File: config.mk
export PLATFORM = sky130hd
export DESIGN_NAME = dma_page_command_status
export DESIGN_NICKNAME = d
export VERILOG_FILES = /design/src/dma_page_command_status.v
export VERILOG_INCLUDE_DIRS = /design/src
export SDC_FILE = /design/constraint.sdc
export NUM_CORES = 1
export LEC_CHECK = 0
export BUFFER_PORTS_ARGS = -buffer_cell sky130_fd_sc_hd__buf_2
export CAP_MARGIN = 20
export CORE_AREA = 5 5 200 202
export CTS_CLUSTER_SIZE = 30
export DETAILED_ROUTE_END_ITERATION = 16
export DIE_AREA = 0 0 205 207
export PLACE_DENSITY = 0.48
export SKIP_CTS_REPAIR_TIMING = 1
export SLEW_MARGIN = 20
export SYNTH_ARGS = -nofsm -noshare
export SYNTH_HDL_FRONTEND = slang
export SYNTH_SLANG_ARGS = --single-unit
File: constraint.sdc
create_clock -name i_ref_clk -period 2.5 [get_ports i_ref_clk]
set_input_delay 0.25 -clock i_ref_clk [delete_from_list [all_inputs] [get_ports i_ref_clk]]
set_output_delay 0.25 -clock i_ref_clk [all_outputs]
set_load 0.01 [all_outputs]
File: src/dma_page_map.vh
`ifndef DMA_PAGE_MAP_VH
`define DMA_PAGE_MAP_VH

// byte port addresses
`define PORT_LOW_CMD      8'h08
`define PORT_HIGH_CMD     8'hD0
`define PORT_PAGE_CH0     8'h87
`define PORT_PAGE_CH1     8'h83
`define PORT_PAGE_CH2     8'h81
`define PORT_PAGE_CH3     8'h82
`define PORT_PAGE_CH5     8'h8B
`define PORT_PAGE_CH6     8'h89
`define PORT_PAGE_CH7     8'h8A

// command fields
`define CMD_ROTATE_BIT    4
`define CMD_DISABLE_BIT   2
`define CMD_RESET_VALUE   8'h00

// terminal count wrap value and page reset value
`define COUNT_WRAP        16'hFFFF
`define PAGE_RESET_VALUE  8'h00

`endif

File: src/dma_page_command_status.v
// limitations: channel 4 has no page port, so its address output always
// carries a zero page. reserved command bits are stored but never used,
// so a careless write there has no effect on arbitration or enabling.
`timescale 1ns/100ps
`include "dma_page_map.vh"

module dma_page_command_status (
    input  wire        i_ref_clk,
    input  wire        i_rst_b,
    input  wire [7:0]  i_io_addr,
    input  wire        i_io_wr,
    input  wire        i_io_rd,
    input  wire [7:0]  i_io_wdata,
    input  wire [7:0]  i_chan_req,
    input  wire [7:0]  i_soft_req,
    input  wire [7:0]  i_count_step,
    input  wire [127:0] i_cur_count,
    input  wire [127:0] i_cur_addr,
    input  wire [7:0]  i_tc_clear,
    input  wire        i_xfer_busy,
    output reg  [7:0]  o_io_rdata,
    output reg         o_io_hit,
    output reg  [191:0] o_xfer_addr,
    output reg  [7:0]  o_tc,
    output reg  [7:0]  o_req_pending,
    output reg         o_low_rotate,
    output reg         o_high_rotate,
    output reg         o_low_enable,
    output reg         o_high_enable
);

////////////////////////////////////////////////////////////////////////
reg  [7:0] page [0:7];
reg  [7:0] low_cmd;
reg  [7:0] high_cmd;
wire [7:0] req_any = i_chan_req | i_soft_req;

// returns channel number plus a hit flag in bit 3
function [3:0] page_decode;
    input [7:0] a;
    begin
        case (a)
            `PORT_PAGE_CH0: page_decode = 4'h8;
            `PORT_PAGE_CH1: page_decode = 4'h9;
            `PORT_PAGE_CH2: page_decode = 4'hA;
            `PORT_PAGE_CH3: page_decode = 4'hB;
            `PORT_PAGE_CH5: page_decode = 4'hD;
            `PORT_PAGE_CH6: page_decode = 4'hE;
            `PORT_PAGE_CH7: page_decode = 4'hF;
            default:        page_decode = 4'h0;
        endcase
    end
endfunction

wire [3:0] wr_dec = page_decode(i_io_addr);

////////////////////////////////////////////////////////////////////////
// page registers: only software writes change them
genvar g;
generate
    for (g = 0; g < 8; g = g + 1) begin : g_page
        always @(posedge i_ref_clk or negedge i_rst_b) begin
            if (!i_rst_b) begin
                page[g] <= `PAGE_RESET_VALUE;
            end else if (i_io_wr && wr_dec[3] && wr_dec[2:0] == g) begin
                page[g] <= i_io_wdata;
            end
        end

        // terminal count: hardware set wins over clear, so a wrap that
        // lands in the same cycle as a software clear is never lost
        always @(posedge i_ref_clk or negedge i_rst_b) begin
            if (!i_rst_b) begin
                o_tc[g] <= 1'b0;
            end else if (i_count_step[g] &&
                         i_cur_count[16*g +: 16] == 16'h0000) begin
                o_tc[g] <= 1'b1;
            end else if (i_tc_clear[g]) begin
                o_tc[g] <= 1'b0;
            end
        end

        // 8-bit channels pass the address, 16-bit ones shift it
        always @(posedge i_ref_clk or negedge i_rst_b) begin
            if (!i_rst_b) begin
                o_xfer_addr[24*g +: 24] <= 24'h00_0000;
            end else if (g >= 5) begin
                o_xfer_addr[24*g +: 24] <=
                    {page[g], i_cur_addr[16*g +: 15], 1'b0};
            end else begin
                o_xfer_addr[24*g +: 24] <=
                    {page[g], i_cur_addr[16*g +: 16]};
            end
        end
    end
endgenerate

////////////////////////////////////////////////////////////////////////
// command registers (reserved bits stored but unused)
always @(posedge i_ref_clk or negedge i_rst_b) begin
    if (!i_rst_b) begin
        low_cmd <= `CMD_RESET_VALUE;
    end else if (i_io_wr && i_io_addr == `PORT_LOW_CMD) begin
        low_cmd <= i_io_wdata;
    end
end

always @(posedge i_ref_clk or negedge i_rst_b) begin
    if (!i_rst_b) begin
        high_cmd <= `CMD_RESET_VALUE;
    end else if (i_io_wr && i_io_addr == `PORT_HIGH_CMD) begin
        high_cmd <= i_io_wdata;
    end
end

// a disabled upper group starves the lower one, which borrows channel 4
// to reach the bus
wire next_high_enable = !high_cmd[`CMD_DISABLE_BIT];
wire next_low_enable  = !low_cmd[`CMD_DISABLE_BIT] &&
                        next_high_enable;

// arbitration settings only move while no transfer runs, so a
// transfer in flight keeps the policy it was started with
always @(posedge i_ref_clk or negedge i_rst_b) begin
    if (!i_rst_b) begin
        o_low_rotate  <= 1'b0;
        o_high_rotate <= 1'b0;
        o_low_enable  <= 1'b1;
        o_high_enable <= 1'b1;
    end else if (!i_xfer_busy) begin
        o_low_rotate  <= low_cmd[`CMD_ROTATE_BIT];
        o_high_rotate <= high_cmd[`CMD_ROTATE_BIT];
        o_high_enable <= next_high_enable;
        o_low_enable  <= next_low_enable;
    end
end

////////////////////////////////////////////////////////////////////////
// pending requests; channel 4 reflects the cascade
always @(posedge i_ref_clk or negedge i_rst_b) begin
    if (!i_rst_b) begin
        o_req_pending <= 8'h00;
    end else begin
        o_req_pending <= {req_any[7:5], |req_any[3:0],
                          req_any[3:0]};
    end
end

////////////////////////////////////////////////////////////////////////
// status bytes as the host sees them: requests high, terminal counts low
wire [7:0] low_state  = {o_req_pending[3:0], o_tc[3:0]};
wire [7:0] high_state = {o_req_pending[7:4], o_tc[7:4]};

////////////////////////////////////////////////////////////////////////
// read port: decode here, register below so the data bus is clean
reg  [7:0] next_io_rdata;
reg        next_io_hit;

// reads have no side effects, so the host may poll status freely
always @* begin
    next_io_rdata = 8'h00;
    next_io_hit   = 1'b0;
    if (i_io_rd) begin
        if (wr_dec[3]) begin
            next_io_rdata = page[wr_dec[2:0]];
            next_io_hit   = 1'b1;
        end else if (i_io_addr == `PORT_LOW_CMD) begin
            next_io_rdata = low_state;
            next_io_hit   = 1'b1;
        end else if (i_io_addr == `PORT_HIGH_CMD) begin
            next_io_rdata = high_state;
            next_io_hit   = 1'b1;
        end
    end
end

// unmapped reads return zero and no hit, never stale data
always @(posedge i_ref_clk or negedge i_rst_b) begin
    if (!i_rst_b) begin
        o_io_rdata <= 8'h00;
        o_io_hit   <= 1'b0;
    end else begin
        o_io_rdata <= next_io_rdata;
        o_io_hit   <= next_io_hit;
    end
end

endmodule

Word-level counts from Yosys, hierarchy flattened
Index checks and enable logic that the tools add are counted.
Word-level totals
  bits in writable memories: 0
  bits of input ports: 309
  logic and storage cells: 120
  latch bits: 0
  ROM bits: 0
  flip-flop bits (word level): 292
  output and inout bits: 221
  memories: 0
Operators by class
  reductions and logical operators: 40
  shifts and indexed selects: 0
  bitwise gates (word level): 2
  div/mod/pow operators: 0
  $lt $le $gt $ge: 1
  muxes and demuxes: 28
  multipliers: 0
  eq/ne operators: 16
  add/sub/neg operators: 0
Operators with widths (count)
  $logic_not A16 Y1: 8
  $eq A8 B8 Y1 const B: 8
  $mux W8: 6
  $pmux W4 S7: 1
  $bmux W8 S3: 1
  $logic_and A1 B1 Y1: 20
  $mux W1: 20
  $reduce_bool A2 Y1: 8
  $eq A3 B3 Y1 const B: 4
  $eq A8 B4 Y1 const B: 1
  $or A8 B8 Y8: 1
  $eq A3 B2 Y1 const B: 2
  $ge A4 B4 Y1 const B: 1
  $not A3 Y4: 1
  $reduce_or A4 Y1: 1
  $eq A3 B1 Y1 const B: 1
  $logic_not A3 Y1: 1
  $logic_not A1 Y1: 2

Longest topological paths before layout
  depth after elaboration: 8
  mapped depth: 7
  gate-level depth less buffers: 4

Worst setup path after synthesis
No wires, ideal clock.
  kind: input to register
  start: input port i_io_addr[5]
  end: register page[40] (netlist name)
  path buffers: 2
  setup time: 0.125 ns
  required time: 2.375 ns
  arrival: 1.735 ns
  cell stages on the path: 5
  setup slack: 0.640 ns
  cell sequence: or4b_1 buf_2 buf_6 nor3_4 mux2_2
On the way
  word-level cells in the longest chain between the ends: 4
  elaborated cells on any way between the ends: 11
  those cells by class: 8 x eq/ne; 1 x mux; 2 x reduce/logical
Ends and longest elaborated chain
  start: declaration: RTL line dma_page_command_status.v:10  | input wire [7:0] i_io_addr,
  $eq A8 B8 Y1: RTL line dma_page_command_status.v:42  | case (a)
  $pmux W4 S7 (*): RTL line dma_page_command_status.v:42
  $eq A3 B2 Y1 / $logic_and A1 B1 Y1 (equally long branches): RTL line dma_page_command_status.v:65  | end else if (i_io_wr && wr_dec[3] && wr_dec[2:0] == g) begin
  $logic_and A1 B1 Y1 (*): RTL line dma_page_command_status.v:65
  end signal: indexed assignment: RTL line dma_page_command_status.v:64  | page[g] <= `PAGE_RESET_VALUE;
  end signal: indexed assignment: RTL line dma_page_command_status.v:66  | page[g] <= i_io_wdata;
  end: declaration: RTL line dma_page_command_status.v:33  | reg [7:0] page [0:7];
Every way passes the cells marked *; elsewhere a longest branch is shown, timed or not.
A chain may end at the register's enable or synchronous reset.

Final worst setup path
Same ends and word-level chain as after synthesis.

==> run summary <==
Area fraction in compound gates after synthesis - 0.0591
Number of antenna violations at the first check in global routing - 3
Syn Inst Count - 584
Half-perimeter wire length after placement - 28.7 mm
Number of setup violations in the final report - 0
Cell variety after synth - 48
Startpoint types - input pin
Total negative slack for setup checks - 0 ns
Clock Tree Root - clkbuf_16
Power density normalized to cell area - 680 nW/um^2
Number of remaining DRC errors - 0
Clock transition at the register clock pins on the worst setup and hold paths after CTS - 0.06 ns
Highest ir drop seen on vdd - 0.445 mV
Cell at the slowest stage of the critical path - or4b_1
Dominant register cell in the synthesized netlist - dfrtp_1
Congestion Overflow GR - 0
Effective utilization at floorplan - 0.248
First-pass GRT wire length - 51.1 mm
Count of pins over their slew limit - 0
Crit path top cell by count - buf_4
MaxCap Viol Count - 0
Chip Width - 205 um
Result of the run - finished, final reports clean
Max-slew headroom - 0.622
Register share of total power - 0.468
Final WL - 37.6 mm
Port Buf Inserts - 521
CP max stage delay - 0.76 ns
Xor and xnor area share after synthesis - 0
Iteration-0 DRC count of the detailed router - 247
Total of flip-flops plus latches after synthesis - 286
Share of total power in the clock network - 0.433
Final hold vios - 0
Post-synthesis average cell area - 16.2 sq um
Nets - 1607
Yosys Warn Count - 0
Core ar. - 38100 sq um
Overall die area - 42400 sq um
Top-area cell type share of the netlist area - 0.752
Internal Power - 8.06 mW
TritonCTS clock tree - built
Data arrival at the endpoint of the critical path - 2.14 ns
CP Max Fanout - 10
Most used standard cell by instance count after synthesis - dfrtp_1
Floorplan die height - 207 um
Number of top-level design ports - 530
Top cell types by occurrence after synthesis - dfrtp_1 (284), mux2_2 (67), nor2_1 (17), nor4_1 (17), o21ai_0 (17)
Cell types occupying the most area after synthesis - dfrtp_1 (75%), mux2_2 (8.0%), nor4_1 (1.1%)
Worst path bufs/invs - 3
Non-Filler Cell Area, Final - 15400 sq um
Pleak - 7.85 nW
Cell family with most CP delay - simple AND/OR/NAND/NOR gates
Switching power as a share of total power - 0.233
Number of flops mapped to enable cells by yosys - 0
Fraction of synthesis flops using an asynchronous set or reset pin - 1.00
Post-synth design cell area - 9450 sq um
Main combinational cell family by area after synthesis - multiplexers
Share of layout cells above drive strength 1 - 0.522
Detailed-route vias per instance - 4.22
Clock Tree Buf Depth - 3
Maximum number of pins on one net before global-route repair - 71
Type of element capturing the critical path - register
Sinks on Clock Net - 286
Achievable Freq - 0.587 GHz
Mux contribution to synthesized area - 0.0916
Global routing usage summed across all routing layers - 0.160
Area growth syn-to-layout - 63.5%
Via count of the first global-routing pass - 7888
RSZ-0062 raised after global routing - false
Clock skew - 0.00785 ns
Num CTS Buffers - 31
Worst Hold Class - input pin to register
Switching power of the nets - 2.45 mW
Combinational power share - 0.099
Clock insertion delay at the later pin of the skew report - 0.56 ns
Cell chain of the critical path - buf_2 > or4b_1 > buf_4 > nor3_4 > buf_4 > mux2_2
Basic-gate share of the synthesized area counting and, or, nand and nor cells - 0.0734
Worst-Margin Slew - 0.566 ns
Post-placement worst setup slack - 0.217 ns
Routed vias - 7766
Final-layout worst hold slack - 0.0162 ns
H-Tree Level Count - 1
Setup Crit Path Kind - input pin to register
TritonRoute pass-1 iters - 5
Final GP Congestion - 0.961
Proportion of synthesized chip area in sequential cells - 0.758
Final setup margin - 0.798 ns
DRT antenna net count - 0
Cell area reported after detailed placement - 12800 sq um
Site row count - 72
Number of filler instances in the final layout - 3646
Library cell with the largest summed area after synthesis - dfrtp_1
Minimum clock period after layout - 1.70 ns
Final routed wire length divided by cell count - 20.4 um
Worst endpoint required time - 2.94 ns
Arithmetic-cell share of the synthesized area counting full adders, half adders and majority gates - 0
Final cycle utilization of the critical path - 0.681
==> flip-flops by register name, indices dropped and copies added, names as in the netlist <==
name	count
o_xfer_addr	189
o_io_hit	1
o_low_enable	1
o_io_rdata	8
low_cmd	2
page	64
o_high_enable	1
o_req_pending	8
o_tc	8
o_low_rotate	1
o_high_rotate	1
high_cmd	2
==> power groups by stage <==
stage	Sequential [mW]	Combinational, mW	Clock (mW)
final	4.92	1.04	4.55
after global routing	4.94	1.13	4.91
after global placement	5.00	0.850	0
after CTS	4.92	0.862	4.72
after detailed placement	5.00	0.860	0
after floorplan	5.07	0.153	0
==> cells in the final DEF (no fill, tap or decap), types with 6 or more instances in the layout <==
cell type / instances
inv_1: 7
buf_2: 520
or2_2: 8
clkinv_2: 8
nand3_1: 8
nor4b_1: 8
nor4_1: 17
o41ai_1: 8
nor2_1: 17
a22oi_1: 8
clkbuf_16: 31
nand2b_1: 11
mux2i_1: 10
mux2_2: 67
nand2_1: 14
o2111a_1: 8
a21oi_1: 8
buf_4: 28
o21ai_0: 17
dlygate4sd3_1: 157
o2111ai_1: 6
nand4_1: 10
dfrtp_1: 284
o32a_1: 7
==> per-stage QoR <==
step                       util  instances  total power, mW
final                     0.405       1839             10.5
after global placement    0.337       1626             5.85
after floorplan               -        586             5.22
after global routing      0.405       1838             11.0
after CTS                 0.364       1681             10.5
after detailed placement  0.337       1626             5.86
==> cell families (layout without fill, tap and decap cells) <==
group | count (synthesis) | after routing
buf+inv | 37 | 771
mux | 78 | 78
other cells | 1 | 4
simple gates | 111 | 111
flops | 286 | 286
compound gates | 71 | 71
==> final cells by class <==
type | instances | area, sq um | share of cell area
Antenna cell | 1 | 2.50 | 0.000162
Sequential cell | 286 | 7160 | 0.464
Multi-Input combinational cell | 263 | 2130 | 0.138
Clock inverter | 17 | 179 | 0.0116
Timing Repair Buffer | 709 | 4460 | 0.289
Tap cell | 518 | 648 | 0.0420
Clock buffer | 38 | 842 | 0.0545
Inverter | 7 | 26.3 | 0.00170
==> path summary, 6_finish.rpt <==
path | cells after the start | startpoint | slack (ns) | end
setup / recovery | 6 | i_io_addr[5] | 0.80 | page[40]$_DFFE_PN0P_
hold / removal | 2 | i_io_wdata[5] | 0.02 | page[37]$_DFFE_PN0P_
setup reg to reg | 4 | page[62]$_DFFE_PN0P_ | 0.99 | o_io_rdata[6]$_DFF_PN0_
hold reg to reg | 0 | page[24]$_DFFE_PN0P_ | 0.37 | page[24]$_DFFE_PN0P_
max in group asynchronous | 3 | i_rst_b | 1.45 | o_xfer_addr[181]$_DFF_PN0_
min in group asynchronous | 2 | i_rst_b | 0.27 | o_xfer_addr[126]$_DFF_PN0_
==> per-layer routing <==
layer | wire (um) | global-route usage | share of wire | up-vias
met1 | 12800 | 0.157 | 0.34 | 3749
li1 | - | - | - | 3532
met4 | 1060 | 0.0432 | 0.028 | 6
met3 | 3090 | 0.0513 | 0.082 | 69
met5 | 34 | 0 | 0.00090 | -
met2 | 20600 | 0.315 | 0.55 | 410
==> worst register-to-register path, cell delays in order, from the launching register on <==
cell	delay, ns
dfrtp_1	0.44
nand3b_1	0.18
a2111oi_0	0.42
o221ai_1	0.20
o2111a_1	0.15
(Power assumes the default switching activity.)
